<file path="config.mk">
export PLATFORM = sky130hd
export DESIGN_NAME = epiu_top
export DESIGN_NICKNAME = d
export VERILOG_FILES = /design/src/hdl/epiu_pkg.sv /design/src/hdl/epiu_sync.sv /design/src/hdl/epiu_top.sv
export SDC_FILE = /design/constraint.sdc
export NUM_CORES = 1
export LEC_CHECK = 0
export BUFFER_PORTS_ARGS = -buffer_cell sky130_fd_sc_hd__buf_4
export CAP_MARGIN = 10
export CORE_MARGIN = 2
export CORE_UTILIZATION = 41
export CTS_BUF_LIST = sky130_fd_sc_hd__clkbuf_2 sky130_fd_sc_hd__clkbuf_4 sky130_fd_sc_hd__clkbuf_8
export CTS_CLUSTER_DIAMETER = 150
export DETAILED_ROUTE_END_ITERATION = 16
export GPL_TIMING_DRIVEN = 0
export PLACE_DENSITY = 0.69
export SETUP_SLACK_MARGIN = 0.2
export SYNTH_ARGS = -nofsm -noshare
export SYNTH_HDL_FRONTEND = slang
export SYNTH_HIERARCHICAL = 1
export SYNTH_SLANG_ARGS = --single-unit
</file>
<file path="constraint.sdc">
create_clock -name ref_clk_i -period 2.13 [get_ports ref_clk_i]
set_clock_uncertainty 0.1 [all_clocks]
set_input_delay 0.3195 -clock ref_clk_i [delete_from_list [all_inputs] [get_ports ref_clk_i]]
set_output_delay 0.3195 -clock ref_clk_i [all_outputs]
set_load 0.005 [all_outputs]
</file>
<file path="src/hdl/epiu_pkg.sv">
// Package of the external pin interrupt unit: register word indices,
// field positions, reset values, sense encodings and request vector slots.
// Assumes Avalon-MM word addressing; one register per 32-bit word.
package epiu_pkg;

   // Register word indices (byte address is four times the index)
   localparam logic [7:0] OFS_PIN_IRQ_FLAGS = 8'h3c;
   localparam logic [7:0] OFS_PIN_IRQ_ENABLE = 8'h3d;
   localparam logic [7:0] OFS_BANK_FLAGS = 8'h3b;
   localparam logic [7:0] OFS_BANK_CONTROL = 8'h68;
   localparam logic [7:0] OFS_SENSE_CONTROL = 8'h69;
   localparam logic [7:0] OFS_BANK_0_MASK = 8'h6b;
   localparam logic [7:0] OFS_BANK_1_MASK = 8'h6c;
   localparam logic [7:0] OFS_BANK_2_MASK = 8'h6d;

   // Reset values
   localparam logic [3:0] RST_SENSE = 4'h0;
   localparam logic [1:0] RST_LINE_EN = 2'h0;
   localparam logic [1:0] RST_LINE_FLAG = 2'h0;
   localparam logic [2:0] RST_BANK_EN = 3'h0;
   localparam logic [2:0] RST_BANK_FLAG = 3'h0;
   localparam logic [7:0] RST_MASK = 8'h00;

   // Field positions and widths
   localparam int SENSE_W = 2;
   localparam int LINE_A = 0;
   localparam int LINE_B = 1;
   localparam int NUM_LINES = 2;
   localparam int NUM_BANKS = 3;
   localparam int BANK_PINS = 8;
   localparam int BANK_1_PINS = 7;
   localparam int NUM_PC_PINS = 24;

   // Sense encodings of each line's two-bit field
   typedef enum logic [1:0] {
      EPIU_SENSE_LOW = 2'b00,
      EPIU_SENSE_ANY = 2'b01,
      EPIU_SENSE_FALL = 2'b10,
      EPIU_SENSE_RISE = 2'b11
   } epiu_sense_t;

   // Request vector slots toward the core
   localparam int VEC_LINE_A = 0;
   localparam int VEC_LINE_B = 1;
   localparam int VEC_BANK_0 = 2;
   localparam int VEC_BANK_1 = 3;
   localparam int VEC_BANK_2 = 4;
   localparam int NUM_VEC = 5;

   // Bus answer: one wait cycle on every access
   localparam int BUS_WAIT_CYCLES = 1;

endpackage : epiu_pkg

</file>
<file path="src/hdl/epiu_sync.sv">
// Two-stage synchroniser plus one history stage for a vector of pins.
// Assumes inputs are asynchronous; sync_o feeds logic, prev_o is one
// clock older so that edges can be found as sync_o against prev_o.
`timescale 1ns/10ps
`default_nettype none
module epiu_sync #(
   parameter int W = 1
) (
   input wire logic ref_clk_i,
   input wire logic rstn_i,
   input wire logic [W-1:0] async_i,
   output logic [W-1:0] sync_o,
   output logic [W-1:0] prev_o
);

   logic [W-1:0] meta;

   // First stage is read only by the second; idle level of pins is high
   always_ff @(posedge ref_clk_i or negedge rstn_i) begin
      if (!rstn_i) begin
         meta <= '1;
         sync_o <= '1;
         prev_o <= '1;
      end else begin
         meta <= async_i;
         sync_o <= meta;
         prev_o <= sync_o;
      end
   end

endmodule : epiu_sync
`default_nettype wire

</file>
<file path="src/hdl/epiu_top.sv">
// External pin interrupt unit: two sensed interrupt lines, 24 pin-change
// inputs of which 23 sit in three banks (bit 15 in none), flags, enables and an Avalon-MM register slave.
// Assumes the core supplies its global interrupt bit and vector-entry
// acknowledges on ref_clk_i; pins arrive asynchronously.
`timescale 1ns/10ps
`default_nettype none
module epiu_top #(
   parameter int NUM_PINS = epiu_pkg::NUM_PC_PINS
) (
   input wire logic ref_clk_i,
   input wire logic rstn_i,
   // Avalon-MM slave, word addressed
   input wire logic [7:0] avs_address_i,
   input wire logic avs_read_i,
   input wire logic avs_write_i,
   input wire logic [3:0] avs_byteenable_i,
   input wire logic [31:0] avs_writedata_i,
   output logic [31:0] avs_readdata_o,
   output logic avs_waitrequest_o,
   // Pins and core side
   input wire logic ext_irq_line_a_i,
   input wire logic ext_irq_line_b_i,
   input wire logic [NUM_PINS-1:0] pin_change_inputs_i,
   input wire logic global_irq_enable_i,
   input wire logic [epiu_pkg::NUM_VEC-1:0] irq_ack_i,
   output logic [epiu_pkg::NUM_VEC-1:0] irq_req_o,
   output logic wake_o
);

   // Control and status state
   logic [3:0] sense_ctrl;
   logic [1:0] line_en;
   logic [1:0] line_flag;
   logic [2:0] bank_en;
   logic [2:0] bank_flag;
   logic [7:0] mask0;
   logic [6:0] mask1;
   logic [7:0] mask2;
   logic bus_ack;
   logic [31:0] next_readdata;
   logic [1:0] next_line_flag;
   logic [2:0] next_bank_flag;

   // Synchronised pins
   logic [1:0] line_raw;
   logic [1:0] line_s;
   logic [1:0] line_p;
   logic [NUM_PINS-1:0] pc_s;
   logic [NUM_PINS-1:0] pc_p;

   // Bus decode
   wire bus_req = avs_read_i | avs_write_i;
   wire wr_take = avs_write_i & bus_ack & avs_byteenable_i[0];
   wire [7:0] wbyte = avs_writedata_i[7:0];
   wire sel_sense = avs_address_i == epiu_pkg::OFS_SENSE_CONTROL;
   wire sel_line_en = avs_address_i == epiu_pkg::OFS_PIN_IRQ_ENABLE;
   wire sel_line_flag = avs_address_i == epiu_pkg::OFS_PIN_IRQ_FLAGS;
   wire sel_bank_en = avs_address_i == epiu_pkg::OFS_BANK_CONTROL;
   wire sel_bank_flag = avs_address_i == epiu_pkg::OFS_BANK_FLAGS;
   wire sel_mask0 = avs_address_i == epiu_pkg::OFS_BANK_0_MASK;
   wire sel_mask1 = avs_address_i == epiu_pkg::OFS_BANK_1_MASK;
   wire sel_mask2 = avs_address_i == epiu_pkg::OFS_BANK_2_MASK;

   // actual pin level
   // The port's input buffer feeds these, so output-driven pins still count
   assign line_raw = {ext_irq_line_b_i, ext_irq_line_a_i};

   // two-stage sync
   // Line pins: synchronised before any clocked detection
   epiu_sync #(
      .W(epiu_pkg::NUM_LINES)
   ) u_line_sync (
      .ref_clk_i(ref_clk_i),
      .rstn_i(rstn_i),
      .async_i(line_raw),
      .sync_o(line_s),
      .prev_o(line_p)
   );

   // sample before edges
   // Pin-change inputs share the same synchroniser structure
   epiu_sync #(
      .W(NUM_PINS)
   ) u_pc_sync (
      .ref_clk_i(ref_clk_i),
      .rstn_i(rstn_i),
      .async_i(pin_change_inputs_i),
      .sync_o(pc_s),
      .prev_o(pc_p)
   );

   // Line events by sense mode
   logic [1:0] line_event;
   logic [1:0] line_level_mode;
   logic [1:0] line_low_req;

   genvar gi;
   generate
      for (gi = 0; gi < epiu_pkg::NUM_LINES; gi++) begin : g_line
         wire [1:0] mode = sense_ctrl[gi*epiu_pkg::SENSE_W +: epiu_pkg::SENSE_W];
         wire ev_any = line_s[gi] ^ line_p[gi];
         wire ev_fall = line_p[gi] & ~line_s[gi];
         wire ev_rise = line_s[gi] & ~line_p[gi];
         assign line_level_mode[gi] = mode == epiu_pkg::EPIU_SENSE_LOW;
         assign line_event[gi] = (mode == epiu_pkg::EPIU_SENSE_ANY) ? ev_any :
                                 (mode == epiu_pkg::EPIU_SENSE_FALL) ? ev_fall :
                                 (mode == epiu_pkg::EPIU_SENSE_RISE) ? ev_rise : 1'b0;
         // level request
         // Held while the synchronised pin stays low; no flag involved
         assign line_low_req[gi] = line_level_mode[gi] & ~line_s[gi];
      end
   endgenerate

   // Bank change detection
   wire [NUM_PINS-1:0] pc_toggle = pc_s ^ pc_p;
   wire [23:0] pc_mask = {mask2, 1'b0, mask1, mask0};
   wire [23:0] pc_hit = pc_toggle[23:0] & pc_mask;
   wire bank0_event = |pc_hit[7:0];
   wire bank1_event = |pc_hit[14:8];
   wire bank2_event = |pc_hit[23:16];
   wire [2:0] bank_event = {bank2_event, bank1_event, bank0_event};

   // Write-one-to-clear strobes
   wire [1:0] line_w1c = (wr_take & sel_line_flag) ? wbyte[1:0] : 2'b00;
   wire [2:0] bank_w1c = (wr_take & sel_bank_flag) ? wbyte[2:0] : 3'b000;
   wire [1:0] line_ack = {irq_ack_i[epiu_pkg::VEC_LINE_B], irq_ack_i[epiu_pkg::VEC_LINE_A]};
   wire [2:0] bank_ack = {irq_ack_i[epiu_pkg::VEC_BANK_2], irq_ack_i[epiu_pkg::VEC_BANK_1],
                          irq_ack_i[epiu_pkg::VEC_BANK_0]};

   // Next line flags: a new event wins over a clear in the same cycle
   always_comb begin
      for (int i = 0; i < epiu_pkg::NUM_LINES; i++) begin
         if (line_level_mode[i]) begin
            next_line_flag[i] = 1'b0;
         end else if (line_event[i]) begin
            next_line_flag[i] = 1'b1;
         end else if (line_ack[i] | line_w1c[i]) begin
            next_line_flag[i] = 1'b0;
         end else begin
            next_line_flag[i] = line_flag[i];
         end
      end
   end

   // bank flag set and clear
   // Set wins over a clear arriving in the same cycle
   assign next_bank_flag = bank_event | (bank_flag & ~(bank_ack | bank_w1c));

   // Flag registers
   always_ff @(posedge ref_clk_i or negedge rstn_i) begin
      if (!rstn_i) begin
         line_flag <= epiu_pkg::RST_LINE_FLAG;
         bank_flag <= epiu_pkg::RST_BANK_FLAG;
      end else begin
         line_flag <= next_line_flag;
         bank_flag <= next_bank_flag;
      end
   end

   // Software-written control registers, applied at the accepting edge
   always_ff @(posedge ref_clk_i or negedge rstn_i) begin
      if (!rstn_i) begin
         sense_ctrl <= epiu_pkg::RST_SENSE;
         line_en <= epiu_pkg::RST_LINE_EN;
         bank_en <= epiu_pkg::RST_BANK_EN;
      end else if (wr_take) begin
         if (sel_sense) sense_ctrl <= wbyte[3:0];
         if (sel_line_en) line_en <= wbyte[1:0];
         if (sel_bank_en) bank_en <= wbyte[2:0];
      end
   end

   // Mask registers kept apart to keep each process short
   always_ff @(posedge ref_clk_i or negedge rstn_i) begin
      if (!rstn_i) begin
         mask0 <= epiu_pkg::RST_MASK;
         mask1 <= epiu_pkg::RST_MASK[6:0];
         mask2 <= epiu_pkg::RST_MASK;
      end else if (wr_take) begin
         if (sel_mask0) mask0 <= wbyte;
         if (sel_mask1) mask1 <= wbyte[6:0];
         if (sel_mask2) mask2 <= wbyte;
      end
   end

   // Requests to the core's vector logic
   // line enable and global
   assign irq_req_o[epiu_pkg::VEC_LINE_A] = global_irq_enable_i & line_en[epiu_pkg::LINE_A] &
      (line_low_req[epiu_pkg::LINE_A] | line_flag[epiu_pkg::LINE_A]);
   assign irq_req_o[epiu_pkg::VEC_LINE_B] = global_irq_enable_i & line_en[epiu_pkg::LINE_B] &
      (line_low_req[epiu_pkg::LINE_B] | line_flag[epiu_pkg::LINE_B]);
   assign irq_req_o[epiu_pkg::VEC_BANK_0] = global_irq_enable_i & bank_en[0] & bank_flag[0];
   assign irq_req_o[epiu_pkg::VEC_BANK_1] = global_irq_enable_i & bank_en[1] & bank_flag[1];
   assign irq_req_o[epiu_pkg::VEC_BANK_2] = global_irq_enable_i & bank_en[2] & bank_flag[2];

   // Unclocked wake path: raw pins against the last synchronised value.
   // With the clock stopped that value is frozen, so any change on a masked-in pin of an enabled bank shows at once.
   // clockless pin change
   wire [23:0] pc_diff = (pin_change_inputs_i[23:0] ^ pc_s[23:0]) & pc_mask;
   wire pc_wake = (|pc_diff[7:0] & bank_en[0]) | (|pc_diff[14:8] & bank_en[1]) |
                  (|pc_diff[23:16] & bank_en[2]);
   // wake without request
   // A short low wakes the part, but the clocked request path may never see it
   wire lvl_wake_a = line_en[epiu_pkg::LINE_A] & line_level_mode[epiu_pkg::LINE_A] &
                     ~ext_irq_line_a_i;
   wire lvl_wake_b = line_en[epiu_pkg::LINE_B] & line_level_mode[epiu_pkg::LINE_B] &
                     ~ext_irq_line_b_i;
   assign wake_o = pc_wake | lvl_wake_a | lvl_wake_b;

   // unused bits zero
   // Read mux; unmapped words read as zero
   always_comb begin
      next_readdata = 32'h0000_0000;
      if (sel_sense) next_readdata[3:0] = sense_ctrl;
      if (sel_line_en) next_readdata[1:0] = line_en;
      if (sel_line_flag) next_readdata[1:0] = line_flag;
      if (sel_bank_en) next_readdata[2:0] = bank_en;
      if (sel_bank_flag) next_readdata[2:0] = bank_flag;
      if (sel_mask0) next_readdata[7:0] = mask0;
      if (sel_mask1) next_readdata[6:0] = mask1;
      if (sel_mask2) next_readdata[7:0] = mask2;
   end

   // Bus handshake: one wait cycle, so read data come from a flip-flop
   assign avs_waitrequest_o = bus_req & ~bus_ack;

   always_ff @(posedge ref_clk_i or negedge rstn_i) begin
      if (!rstn_i) begin
         bus_ack <= 1'b0;
         avs_readdata_o <= 32'h0000_0000;
      end else begin
         bus_ack <= bus_req & ~bus_ack;
         if (avs_read_i & ~bus_ack) avs_readdata_o <= next_readdata;
      end
   end

endmodule : epiu_top
`default_nettype wire

</file>
# After elaboration in Yosys (flattened, before gate mapping)

Cells that the tools add are included.

Output and inout port bits: 39
Logic and storage cells: 124
Bits of input ports: 80
Flip-flop bits (word level): 124

Reduce and logical (&&, ||, !) cells: 16
Bitwise gates (word level): 55
Multiplexer cells: 22
Equal/unequal tests: 14

Operators by type and width:

| cell                                                                  | count |
|---|---|
| 24-bit AND                                                            | 2 |
| 24-bit XOR                                                            | 2 |
| 8-bit by 7-bit equality test with 1-bit output, second input constant | 5 |
| 8-bit OR reduction                                                    | 4 |
| 1-bit AND                                                             | 29 |
| 8-bit by 6-bit equality test with 1-bit output, second input constant | 3 |
| 8-bit two-way mux                                                     | 2 |
| 7-bit OR reduction                                                    | 2 |
| 1-bit two-way mux                                                     | 12 |
| 2-bit AND reduction                                                   | 6 |
| 3-bit two-way mux                                                     | 3 |
| 1-bit bitwise OR                                                      | 9 |
| 2-bit equality test, second input constant                            | 4 |
| 7-bit two-way mux                                                     | 1 |
| 1-bit inverter                                                        | 7 |
| 2-bit two-way mux                                                     | 3 |
| 3-bit bitwise OR                                                      | 2 |
| 3-bit nonzero test                                                    | 2 |
| 2-bit by 1-bit equality test with 1-bit output, second input constant | 2 |
| 2-bit logical NOT                                                     | 2 |
| 4-bit two-way mux                                                     | 1 |
| 3-bit AND                                                             | 1 |
| 3-bit inverter                                                        | 1 |
| 1-bit XOR                                                             | 2 |

# Depth between registers and ports, before layout

Gate-level depths: netlist of the first run.

Depth in word-level cells: 9
Gate-level depth with buffers: 7
Depth with buffers taken out: 6

# By module

Netlist of the first run, hierarchy kept.

By module, submodules not included:

| module                   | times used | area an instance (um^2) | cells each |
|---|---|---|---|
| epiu_top                 | 1          | 3248.1                  | 324 |
| epiu_sync at u_pc_sync   | 1          | 1891.8                  | 72 |
| epiu_sync at u_line_sync | 1          | 157.7                   | 6 |

# Worst setup path after synthesis of the first run

Ideal clock, no wire load.

Kind: reg2out
From: register u_pc_sync.sync_o[10]
To: output port wake_o
Cell stages (with the launch flop): 6
Arrival: 1308 ps
Data required time: 1711 ps
Buffers on the path: 0
Slack: 403 ps
Cell sequence: dfstp_2 xor2_1 a222oi_1 nand3_1 a222oi_1 nand2_1

Cells in the longest elaborated chain, start to end: 8

Ends and longest elaborated chain:

| item                           | RTL line        | RTL |
|---|---|---|
| from (decl)                    | epiu_sync.sv:12 | `output logic [W-1:0] sync_o,` |
| from (signal assigned)         | epiu_sync.sv:26 | `sync_o <= meta;` |
| 24-bit XOR                     | epiu_top.sv:199 | `wire [23:0] pc_diff = (pin_change_inputs_i[23:0] ^ pc_s[23:0]) & pc_mask;` |
| 24-bit AND                     | epiu_top.sv:199 |  |
| 7-bit OR reduction             | epiu_top.sv:200 | `wire pc_wake = (\|pc_diff[7:0] & bank_en[0]) \| (\|pc_diff[14:8] & bank_en[1]) \|` |
| 1-bit AND                      | epiu_top.sv:200 |  |
| 1-bit bitwise OR (2 in series) | epiu_top.sv:200 |  |
| 1-bit bitwise OR (2 in series) | epiu_top.sv:208 | `assign wake_o = pc_wake \| lvl_wake_a \| lvl_wake_b;` |
| to (decl)                      | epiu_top.sv:27  | `output logic wake_o` |

Every way passes these cells.

# Worst setup path after layout of the first run

Ends and elaborated chain as after synthesis.

==> impl_metrics.prom, run 1 <==
# TYPE chip_impl_metric gauge
chip_impl_metric{name="finalWirelength",unit="mm"} 11.5
chip_impl_metric{name="grt_max_degree",unit=""} 74
chip_impl_info{name="path_common_cell",value="a222oi_1"} 1
chip_impl_metric{name="syn_area_per_cell",unit="um^2"} 13.1
chip_impl_metric{name="finalWorstPathRequiredPeriod",unit="ps"} 2410
chip_impl_metric{name="critPathMaxFanout",unit=""} 2
chip_impl_metric{name="number_of_fill_cells",unit=""} 1078
chip_impl_metric{name="die-height",unit="um"} 117
chip_impl_metric{name="antenna-diode-count",unit=""} 0
chip_impl_metric{name="ys_warn_count",unit=""} 6
chip_impl_metric{name="ir_worst_vdd",unit="mV"} 0.591
chip_impl_metric{name="htreeDepth",unit=""} 4
chip_impl_metric{name="via_count_of_the_first_global_routing_pass",unit=""} 3559
chip_impl_metric{name="cts.path.max_buffers",unit=""} 2
chip_impl_metric{name="power.share.sequential",unit=""} 0.486
chip_impl_metric{name="gr_overflow_total",unit=""} 0
chip_impl_metric{name="worst-endpoint-required",unit="ps"} 1710
chip_impl_info{name="path_class",value="reg -> out"} 1
chip_impl_metric{name="worst-r2r-setup-slack",unit="ps"} 360
chip_impl_metric{name="slew_headroom",unit=""} 0.598
chip_impl_metric{name="clock_latency",unit="ps"} 430
chip_impl_metric{name="report.final.hold_viol_count",unit=""} 0
chip_impl_info{name="cts_root_buffer",value="clkbuf_8"} 1
chip_impl_metric{name="route.detailed.vias_per_inst",unit=""} 4.91
chip_impl_metric{name="timing_worst_slew_pin_value",unit="ps"} 603
chip_impl_metric{name="dpl.hpwl",unit="mm"} 8.31
chip_impl_metric{name="gpl.final_weighted_congestion",unit=""} 0.851
chip_impl_metric{name="floorplan.initialDensity",unit=""} 0.417
chip_impl_metric{name="max_freq",unit="MHz"} 416
chip_impl_metric{name="drt_pre_antenna_iters",unit=""} 5
chip_impl_metric{name="numClockSinks",unit=""} 121
chip_impl_metric{name="wire_length_of_the_first_global_routing_pass",unit="mm"} 18.2
chip_impl_metric{name="net-switching-power",unit="mW"} 1.15
chip_impl_metric{name="post_route_setup_tns",unit="ps"} -276
chip_impl_metric{name="cts-buffers-inserted",unit=""} 17
chip_impl_metric{name="final-setup-viol-count",unit=""} 1
chip_impl_info{name="timing.hold.worst.class",value="in -> reg"} 1
chip_impl_metric{name="post-place-ws",unit="ps"} 118
chip_impl_metric{name="clkSlewWorstSetupHoldPaths",unit="ps"} 70
chip_impl_metric{name="power.static_leakage",unit="nW"} 3.14
chip_impl_info{name="setup.worst_path.end_class",value="primary output"} 1
chip_impl_info{name="cp_cell_sequence",value="xor2_1 -> a222oi_1 -> nand3_1 -> a222oi_1 -> nand2_1 -> buf_4"} 1
chip_impl_metric{name="postPlaceCellArea",unit="um^2"} 6040
chip_impl_metric{name="drtAntennaViolNets",unit=""} 0
chip_impl_metric{name="chipWidth",unit="um"} 117
chip_impl_metric{name="final_nets",unit=""} 618
chip_impl_info{name="crit_slowest_cell",value="dfstp_2"} 1
chip_impl_info{name="cp-start-kind",value="flip-flop"} 1
chip_impl_info{name="tritoncts",value="built"} 1
chip_impl_metric{name="slew_violations",unit=""} 0
chip_impl_metric{name="worstPathArrival",unit="ps"} 1990
chip_impl_metric{name="buffer_ports.inserted",unit=""} 65
chip_impl_metric{name="syn-instance-count",unit=""} 399
chip_impl_metric{name="largest_stage_delay_worst_path",unit="ps"} 540
chip_impl_metric{name="area_of_the_mapped_netlist",unit="um^2"} 5220
chip_impl_info{name="rsz0062_at_grt",value="yes"} 1
chip_impl_metric{name="p_sw_frac",unit=""} 0.221
chip_impl_metric{name="coreArea",unit="um^2"} 12500
chip_impl_metric{name="layout_cell_area_excl_fill",unit="um^2"} 6770
chip_impl_info{name="violated_checks",value="negative setup slack"} 1
chip_impl_metric{name="place.detailed.instances",unit=""} 660
chip_impl_metric{name="layout-drive-gt1-share",unit=""} 0.463
chip_impl_metric{name="avgRoutedWirePerCell",unit="um"} 16.0
chip_impl_metric{name="row_count",unit=""} 41
chip_impl_metric{name="floorplan_die_area",unit="um^2"} 13600
chip_impl_metric{name="clockPowerShare",unit=""} 0.428
chip_impl_metric{name="power_density",unit="nW/um^2"} 769
chip_impl_info{name="outcome",value="finished with violations"} 1
chip_impl_metric{name="drt-initial-drc-count",unit=""} 167
chip_impl_metric{name="finalNonFillerCells",unit=""} 718
chip_impl_metric{name="grt.total_usage",unit=""} 0.181
chip_impl_metric{name="dr_total_vias",unit=""} 3524
chip_impl_metric{name="antenna_found_initial",unit=""} 0
chip_impl_metric{name="boundaryPins",unit=""} 119
chip_impl_metric{name="internal_power",unit="mW"} 4.05
chip_impl_metric{name="syn2layout_area_growth",unit="%"} 29.7
chip_impl_metric{name="hold-worst-slack",unit="ps"} 48.9
chip_impl_metric{name="final_critical_path_setup_slack",unit="ps"} -276
chip_impl_metric{name="max_cap_violations",unit=""} 0
chip_impl_metric{name="period_share",unit=""} 1.13
chip_impl_metric{name="critical_path_buf_inv_count",unit=""} 1
chip_impl_info{name="kind_of_cell_with_the_highest_combined_delay_on_the_critical_path",value="flip-flops"} 1
chip_impl_metric{name="route.detailed.drc",unit=""} 0
chip_impl_metric{name="comb_power_share",unit=""} 0.086
-- power by group through the flow --
stage | Combinational (mW) | Sequential [mW] | Clock [mW]
after floorplan | 0.195 | 2.54 | 0
after global placement | 0.391 | 2.56 | 0
after detailed placement | 0.406 | 2.56 | 0
after CTS | 0.448 | 2.53 | 2.28
after global routing | 0.497 | 2.54 | 2.39
final | 0.447 | 2.53 | 2.23
-- path summary, 6_finish.rpt --
path / from / endpoint / cells after the start
setup / recovery: u_pc_sync/sync_o[10] / wake_o / 6
hold / removal: avs_writedata_i[7] / mask2[7] / 2
setup reg to reg: bus_ack / line_flag[1] / 4
hold reg to reg: u_pc_sync/meta[9] / u_pc_sync/sync_o[9] / 0
max in group asynchronous: rstn_i / u_pc_sync/prev_o[6] / 3
min in group asynchronous: rstn_i / line_flag[1] / 2
-- flip-flops by register name, summed over array words and instances (netlist names), 3 cells and up --
name              flops
bank_flag             3
u_pc_sync/prev_o     23
mask2                 8
mask1                 7
u_pc_sync/meta       23
mask0                 8
sense_ctrl            4
u_pc_sync/sync_o     23
avs_readdata_o        8
bank_en               3
-- cell type report --
class | count | area, um^2 | area share
Sequential cell | 121 | 3120 | 0.462
Multi-Input combinational cell | 258 | 1930 | 0.285
Timing Repair Buffer | 93 | 783 | 0.116
Clock buffer | 22 | 284 | 0.0420
Buffer | 31 | 239 | 0.0353
Tap cell | 172 | 215 | 0.0318
Clock inverter | 9 | 149 | 0.0220
Inverter | 12 | 45.0 | 0.00666
-- what timing repair did --
item	CTS	global route
endpoints found under the hold margin	26	0
endpoints found under the setup margin	2	4
pin swaps	5	3
setup buffers	1	0
hold buffers	26	0
cloned	0	0
resized for setup	1	6
-- metrics by stage --
stage / power [mW] / util
5_1_grt: 5.43 / 0.541
3_5_place_dp: 2.97 / 0.482
4_1_cts: 5.26 / 0.539
6_report: 5.20 / 0.541
3_3_place_gp: 2.95 / 0.480
2_1_floorplan: 2.74 / -
-- cells in the final DEF, fill, tap and decap left out, types with 3 or more instances in the layout --
master and instances:
mux2_4 6, dfrtp_1 45, mux2i_1 3, clkbuf_8 19
o21ai_0 13, nor2_1 19, nand2_2 3, mux2_2 29
clkbuf_4 3, conb_1 24, nand4_1 5, buf_4 90
ha_1 4, xor2_1 46, a22oi_1 19, nand2_1 24
inv_1 12, a21oi_1 7, bufinv_16 4, nor2b_1 3
buf_6 4, clkinv_2 4, a31oi_1 3, o21a_1 3
dlygate4sd3_1 26, and3_1 5, dfstp_2 75, a222oi_1 4
a211o_1 3
-- metal layers --
metal | GRT usage | wire length (um)
met5 | 0 | 0
met4 | 0.0769 | 201
met3 | 0.0520 | 761
met2 | 0.280 | 5520
met1 | 0.240 | 5040
Note: power is estimated with default switching activity, not from simulation.
==> run 2, diff against run 1 <==
clock period = 3 ns   (was 2.13 ns; I/O delays follow)
==> run 2 against run 1 <==
  * Cell count down 3.6%
  * Via count shrank 2.5%
  * Combinational power shrank 35%
  * Hold slack worse by 13 ps
  * Critical path depth did not move
  * Register-to-register slack better by 650 ps
  * Non-clock buffer count shrank 26
  * Critical endpoint unchanged
  * Flip-flop and latch count unchanged
  * Die area unchanged
  * The run now ends clean
  * First-iteration DRC count is the same
  * Highest routed layer unchanged
  * Sequential power decreased by 29%
  * Critical path type unchanged
  * Utilization shrank 2.3 points
==> impl_metrics.prom, run 2 (synthesis gave the netlist of run 1 again) <==
# TYPE chip_impl_metric gauge
chip_impl_metric{name="max_freq",unit="MHz"} 384
chip_impl_metric{name="slew_violations",unit=""} 0
chip_impl_info{name="layout_top_registers",value="u_pc_sync/meta (23), u_pc_sync/prev_o (23), u_pc_sync/sync_o (23)"} 1
chip_impl_metric{name="layout-drive-gt1-share",unit=""} 0.475
chip_impl_info{name="hp-start",value="pin_change_inputs_i[4]"} 1
chip_impl_metric{name="finalCoreUtilization",unit=""} 0.518
chip_impl_metric{name="grt.total_usage",unit=""} 0.176
chip_impl_metric{name="floorplan.initialDensity",unit=""} 0.417
chip_impl_info{name="cts_root_buffer",value="clkbuf_8"} 1
chip_impl_metric{name="grt_max_degree",unit=""} 74
chip_impl_metric{name="finalWirelength",unit="mm"} 11.3
chip_impl_metric{name="worst-endpoint-required",unit="ps"} 2450
chip_impl_metric{name="gr_overflow_total",unit=""} 0
chip_impl_metric{name="cts-buffers-inserted",unit=""} 17
chip_impl_metric{name="power_density",unit="nW/um^2"} 566
chip_impl_metric{name="final_nets",unit=""} 592
chip_impl_metric{name="cts.path.max_buffers",unit=""} 2
chip_impl_metric{name="critPathMaxFanout",unit=""} 3
chip_impl_metric{name="gpl.final_weighted_congestion",unit=""} 0.851
chip_impl_metric{name="timing_worst_slew_pin_value",unit="ps"} 599
chip_impl_metric{name="cts_setup_buffers",unit=""} 0
chip_impl_metric{name="ir_worst_vdd",unit="mV"} 0.424
chip_impl_metric{name="wire_length_of_the_first_global_routing_pass",unit="mm"} 17.7
chip_impl_metric{name="die-height",unit="um"} 117
chip_impl_metric{name="period_share",unit=""} 0.867
chip_impl_info{name="layout_common_cells",value="buf_4 (89), dfstp_2 (75), xor2_1 (46), dfrtp_1 (46), mux2_2 (29)"} 1
chip_impl_metric{name="coreArea",unit="um^2"} 12500
chip_impl_metric{name="route.detailed.drc",unit=""} 0
chip_impl_metric{name="power.total",unit="mW"} 3.67
chip_impl_metric{name="buffer_ports.inserted",unit=""} 65
chip_impl_info{name="rsz0062_at_grt",value="yes"} 1
chip_impl_metric{name="power.static_leakage",unit="nW"} 3.02
chip_impl_metric{name="area_of_combinational_cells_with_multiple_inputs",unit="um^2"} 1900
chip_impl_metric{name="chipWidth",unit="um"} 117
chip_impl_metric{name="dpl.hpwl",unit="mm"} 8.31
chip_impl_metric{name="clkSlewWorstSetupHoldPaths",unit="ps"} 80
chip_impl_info{name="critical_path.startpoint",value="u_pc_sync/sync_o[10]"} 1
chip_impl_metric{name="final_critical_path_setup_slack",unit="ps"} 398
chip_impl_metric{name="boundaryPins",unit=""} 119
chip_impl_metric{name="hold-worst-slack",unit="ps"} 35.5
chip_impl_info{name="outcome",value="complete, no violations"} 1
chip_impl_metric{name="floorplan_die_area",unit="um^2"} 13600
chip_impl_info{name="setup.worst_path.end_class",value="primary output"} 1
chip_impl_metric{name="row_count",unit=""} 41
chip_impl_metric{name="max_cap_violations",unit=""} 0
chip_impl_metric{name="numClockSinks",unit=""} 121
chip_impl_metric{name="syn2layout_area_growth",unit="%"} 24.1
chip_impl_metric{name="regArea",unit="um^2"} 3120
chip_impl_metric{name="worstPathArrival",unit="ps"} 2050
chip_impl_info{name="path_class",value="reg -> out"} 1
chip_impl_metric{name="number_of_fill_cells",unit=""} 1094
chip_impl_metric{name="clock_latency",unit="ps"} 440
chip_impl_metric{name="htreeDepth",unit=""} 4
chip_impl_metric{name="finalWorstPathRequiredPeriod",unit="ps"} 2600
chip_impl_info{name="cp-start-kind",value="flip-flop"} 1
chip_impl_info{name="worstReg2RegStart",value="bus_ack"} 1
chip_impl_metric{name="route.detailed.vias_per_inst",unit=""} 4.97
chip_impl_metric{name="report.final.hold_viol_count",unit=""} 0
chip_impl_metric{name="avgRoutedWirePerCell",unit="um"} 16.3
chip_impl_info{name="timing.hold.worst.class",value="in -> reg"} 1
chip_impl_metric{name="antenna_found_initial",unit=""} 0
chip_impl_info{name="tritoncts",value="built"} 1
chip_impl_info{name="mostFrequentLayoutCell",value="buf_4"} 1
chip_impl_metric{name="drt_pre_antenna_iters",unit=""} 5
chip_impl_metric{name="drt-initial-drc-count",unit=""} 167
chip_impl_metric{name="antenna-diode-count",unit=""} 0
chip_impl_metric{name="dr_total_vias",unit=""} 3437
chip_impl_metric{name="post_route_setup_tns",unit="ps"} 0
chip_impl_metric{name="slew_headroom",unit=""} 0.600
chip_impl_metric{name="drtAntennaViolNets",unit=""} 0
chip_impl_metric{name="final-setup-viol-count",unit=""} 0
chip_impl_metric{name="post-place-ws",unit="ps"} 766
chip_impl_metric{name="via_count_of_the_first_global_routing_pass",unit=""} 3432
-- run 2: cell type report --
class,instances,share of cell area
Clock buffer,22,0.0438
Sequential cell,121,0.482
Timing Repair Buffer,67,0.0811
Inverter,12,0.00695
Multi-Input combinational cell,258,0.293
Clock inverter,9,0.0230
Buffer,31,0.0369
Tap cell,172,0.0332
-- run 2: per-stage QoR --
step / cells / instance area (um^2)
2_1_floorplan: 422 / 5310
3_3_place_gp: 659 / 6010
3_5_place_dp: 660 / 6040
4_1_cts: 692 / 6480
5_1_grt: 692 / 6480
6_report: 692 / 6480
-- run 2: metal layers --
layer,GRT usage,vias up,share of wire
met1,0.237,1705,0.44
met5,0,-,0
li1,-,1571,-
met2,0.270,137,0.47
met4,0.0737,0,0.021
met3,0.0515,24,0.072
-- run 2: worst paths after layout --
check	end	slack, ps	cells after the start
worst max-delay path	wake_o	400	6
worst min-delay path	u_pc_sync/meta[4]	40	1
worst max register to register	line_flag[1]	1010	4
worst min register to register	u_pc_sync/sync_o[9]	250	0
max in group asynchronous	u_pc_sync/prev_o[3]	1540	3
min in group asynchronous	line_flag[1]	490	2
-- run 2: worst max-delay path: stages (launching register included) --
cell and delay, ps:
dfstp_2 560, xor2_1 80, a222oi_1 330, nand3_1 150
a222oi_1 250, nand2_1 110, buf_4 140
-- run 2: power breakdown --
part           internal (mW)  switching (mW)  leakage, nW
sequential              1.74          0.0510         1.42
combinational          0.141           0.147         1.38
clock                  0.968           0.615        0.227
total                   2.85           0.813         3.02
-- run 2: repair_timing --
item / in CTS / in global routing
hold endpoints to repair: 1 / 0
hold buffers: 1 / 0
setup endpoints to repair: 0 / 1
resized for setup: 0 / 0
==> run 3, diff against run 2 <==
--- a/config.mk
+++ b/config.mk
@@ -14,5 +14,5 @@
 export DETAILED_ROUTE_END_ITERATION = 16
 export GPL_TIMING_DRIVEN = 0
-export PLACE_DENSITY = 0.69
+export PLACE_DENSITY_LB_ADDON = 0.05
 export SETUP_SLACK_MARGIN = 0.2
 export SYNTH_ARGS = -nofsm -noshare
--- a/constraint.sdc
+++ b/constraint.sdc
@@ -3,3 +3,3 @@
 set_input_delay 0.45 -clock ref_clk_i [delete_from_list [all_inputs] [get_ports ref_clk_i]]
 set_output_delay 0.45 -clock ref_clk_i [all_outputs]
-set_load 0.005 [all_outputs]
+set_load 0.02 [all_outputs]
==> run 3 against run 2 <==
  * Sequential power is essentially flat
  * Via count shrank 3.1%
  * Critical path depth grew 2
  * Cell area grew 1.3%
  * Flip-flop and latch count is the same
==> impl_metrics.prom, run 3 (synthesis gave the netlist of run 1 again) <==
# TYPE chip_impl_metric gauge
chip_impl_metric{name="cts.path.max_buffers",unit=""} 2
chip_impl_info{name="cp_cell_sequence",value="dlygate4sd3_1 -> buf_4 -> xor2_1 -> a22oi_1 -> nand4_1 -> a22oi_2 -> nand2_1 -> buf_6"} 1
chip_impl_metric{name="power.total",unit="mW"} 3.51
chip_impl_metric{name="critPathMaxFanout",unit=""} 2
chip_impl_metric{name="report.final.hold_viol_count",unit=""} 0
chip_impl_metric{name="avgRoutedWirePerCell",unit="um"} 16.0
chip_impl_metric{name="postPlaceCellArea",unit="um^2"} 6040
chip_impl_metric{name="numClockSinks",unit=""} 121
chip_impl_metric{name="power.static_leakage",unit="nW"} 3.06
chip_impl_metric{name="grt_use_met3",unit=""} 0.0541
chip_impl_metric{name="grt_max_degree",unit=""} 85
chip_impl_metric{name="cts-buffers-inserted",unit=""} 17
chip_impl_metric{name="finalWirelength",unit="mm"} 11.2
chip_impl_metric{name="htreeDepth",unit=""} 4
chip_impl_metric{name="floorplan_die_area",unit="um^2"} 13600
chip_impl_metric{name="largest_stage_delay_worst_path",unit="ps"} 540
chip_impl_metric{name="final_nets",unit=""} 603
chip_impl_info{name="worstReg2RegStart",value="bus_ack"} 1
chip_impl_metric{name="wire_length_of_the_first_global_routing_pass",unit="mm"} 17.9
chip_impl_metric{name="finalWorstPathRequiredPeriod",unit="ps"} 2660
chip_impl_metric{name="via_count_of_the_first_global_routing_pass",unit=""} 3392
chip_impl_metric{name="grt_use_met1",unit=""} 0.246
chip_impl_metric{name="max_cap_violations",unit=""} 0
chip_impl_metric{name="gpl.final_weighted_congestion",unit=""} 0.788
chip_impl_info{name="gr-max-usage-layer",value="met2"} 1
chip_impl_metric{name="power_density",unit="nW/um^2"} 535
chip_impl_metric{name="floorplan.initialDensity",unit=""} 0.417
chip_impl_metric{name="row_count",unit=""} 41
chip_impl_metric{name="grt.total_usage",unit=""} 0.181
chip_impl_metric{name="period_share",unit=""} 0.888
chip_impl_metric{name="coreArea",unit="um^2"} 12500
chip_impl_metric{name="gr-usage-met2",unit=""} 0.273
chip_impl_info{name="hp-start",value="pin_change_inputs_i[3]"} 1
chip_impl_metric{name="final-setup-viol-count",unit=""} 0
chip_impl_info{name="cts_root_buffer",value="clkbuf_8"} 1
chip_impl_metric{name="finalCoreUtilization",unit=""} 0.524
chip_impl_metric{name="route.detailed.drc",unit=""} 0
chip_impl_info{name="setup.worst_path.end_class",value="primary output"} 1
chip_impl_info{name="path_class",value="in -> out"} 1
chip_impl_metric{name="finalNonFillerCells",unit=""} 703
chip_impl_metric{name="drt_pre_antenna_iters",unit=""} 5
chip_impl_info{name="outcome",value="complete, no violations"} 1
chip_impl_metric{name="dpl.hpwl",unit="mm"} 8.39
chip_impl_metric{name="worst-endpoint-required",unit="ps"} 2450
chip_impl_metric{name="drtAntennaViolNets",unit=""} 0
chip_impl_metric{name="layout-drive-gt1-share",unit=""} 0.467
chip_impl_info{name="crit_slowest_cell",value="dlygate4sd3_1"} 1
chip_impl_info{name="timing.hold.worst.class",value="in -> reg"} 1
chip_impl_info{name="critical_path.startpoint",value="pin_change_inputs_i[18]"} 1
chip_impl_metric{name="die-height",unit="um"} 117
chip_impl_metric{name="boundaryPins",unit=""} 119
chip_impl_info{name="layout_common_cells",value="buf_4 (86), dfstp_2 (75), xor2_1 (46), dfrtp_1 (46), mux2_2 (29)"} 1
chip_impl_metric{name="place.detailed.instances",unit=""} 660
chip_impl_info{name="cp-start-kind",value="input pin"} 1
chip_impl_metric{name="worstPathArrival",unit="ps"} 2110
chip_impl_metric{name="antenna-diode-count",unit=""} 0
chip_impl_info{name="tritoncts",value="built"} 1
chip_impl_metric{name="syn2layout_area_growth",unit="%"} 25.8
chip_impl_metric{name="buffer_ports.inserted",unit=""} 65
chip_impl_info{name="mostFrequentLayoutCell",value="buf_4"} 1
chip_impl_metric{name="clock_latency",unit="ps"} 430
chip_impl_metric{name="antenna_found_initial",unit=""} 0
chip_impl_info{name="rsz0062_at_grt",value="no"} 1
chip_impl_metric{name="gr_overflow_total",unit=""} 0
chip_impl_metric{name="clkSlewWorstSetupHoldPaths",unit="ps"} 60
chip_impl_metric{name="dr_total_vias",unit=""} 3330
chip_impl_metric{name="layout_cell_area_excl_fill",unit="um^2"} 6570
chip_impl_info{name="layout_top_registers",value="u_pc_sync/meta (23), u_pc_sync/prev_o (23), u_pc_sync/sync_o (23)"} 1
chip_impl_metric{name="route.detailed.vias_per_inst",unit=""} 4.74
chip_impl_metric{name="number_of_fill_cells",unit=""} 1143
chip_impl_metric{name="post_route_setup_tns",unit="ps"} 0
chip_impl_metric{name="drt-initial-drc-count",unit=""} 168
chip_impl_metric{name="chipWidth",unit="um"} 117
chip_impl_metric{name="max_freq",unit="MHz"} 375
chip_impl_metric{name="slew_violations",unit=""} 0
chip_impl_metric{name="ir_worst_vdd",unit="mV"} 0.338
## run 3: cell type report
cell class	count	area, um^2	share of cell area
Sequential cell	121	3120	0.476
Clock inverter	2	35.0	0.00534
Tap cell	172	215	0.0328
Inverter	12	45.0	0.00686
Timing Repair Buffer	78	649	0.0989
Clock buffer	29	355	0.0541
Buffer	31	239	0.0364
Multi-Input combinational cell	258	1900	0.290
## run 3: critical path: cells and delay by family
kind,cells,cell delay (ps)
XOR/XNOR,1,150
AND/OR/NAND/NOR,2,300
buffers and inverters,3,830
AO/OA/AOI/OAI,2,390
## run 3: power by group
part           total (mW)  internal [mW]  switching (mW)
combinational       0.332          0.154           0.178
sequential           1.79           1.74          0.0510
clock                1.39          0.825           0.563
total                3.51           2.72           0.792
## run 3: final timing paths
| check | endpoint | slack, ps | cells past startpoint |
|---|---|---|---|
| worst max register to register | line_flag[1] | 1160 | 4 |
| worst max-delay path | wake_o | 340 | 8 |
| worst min register to register | u_pc_sync/sync_o[17] | 250 | 0 |
| worst min-delay path | u_pc_sync/meta[3] | 40 | 1 |
| max in group asynchronous | u_pc_sync/sync_o[14] | 2260 | 2 |
| min in group asynchronous | u_pc_sync/meta[23] | 70 | 1 |
## run 3: per-stage QoR
stage,worst slack [ps],hold slack [ps]
2_1_floorplan,1050,54.4
3_3_place_gp,763,245
3_5_place_dp,766,247
4_1_cts,253,0.265
5_1_grt,211,1.99
6_report,335,35.7
## run 3: what timing repair did
item | 4_1_cts | 5_1_grt
hold buffers | 12 | 0
gates resized for setup | 0 | 4
setup buffers | 0 | 0
endpoints found under the setup margin | 0 | 1
hold endpoints to repair | 12 | 0
## run 3: routing by layer
metal  part of all wire  up-vias  routed length (um)
met1               0.46     1651                5180
met5                  0        -                   0
met3              0.052       11                 588
met4              0.010        0                 114
li1                   -     1589                   -
met2               0.48       79                5350
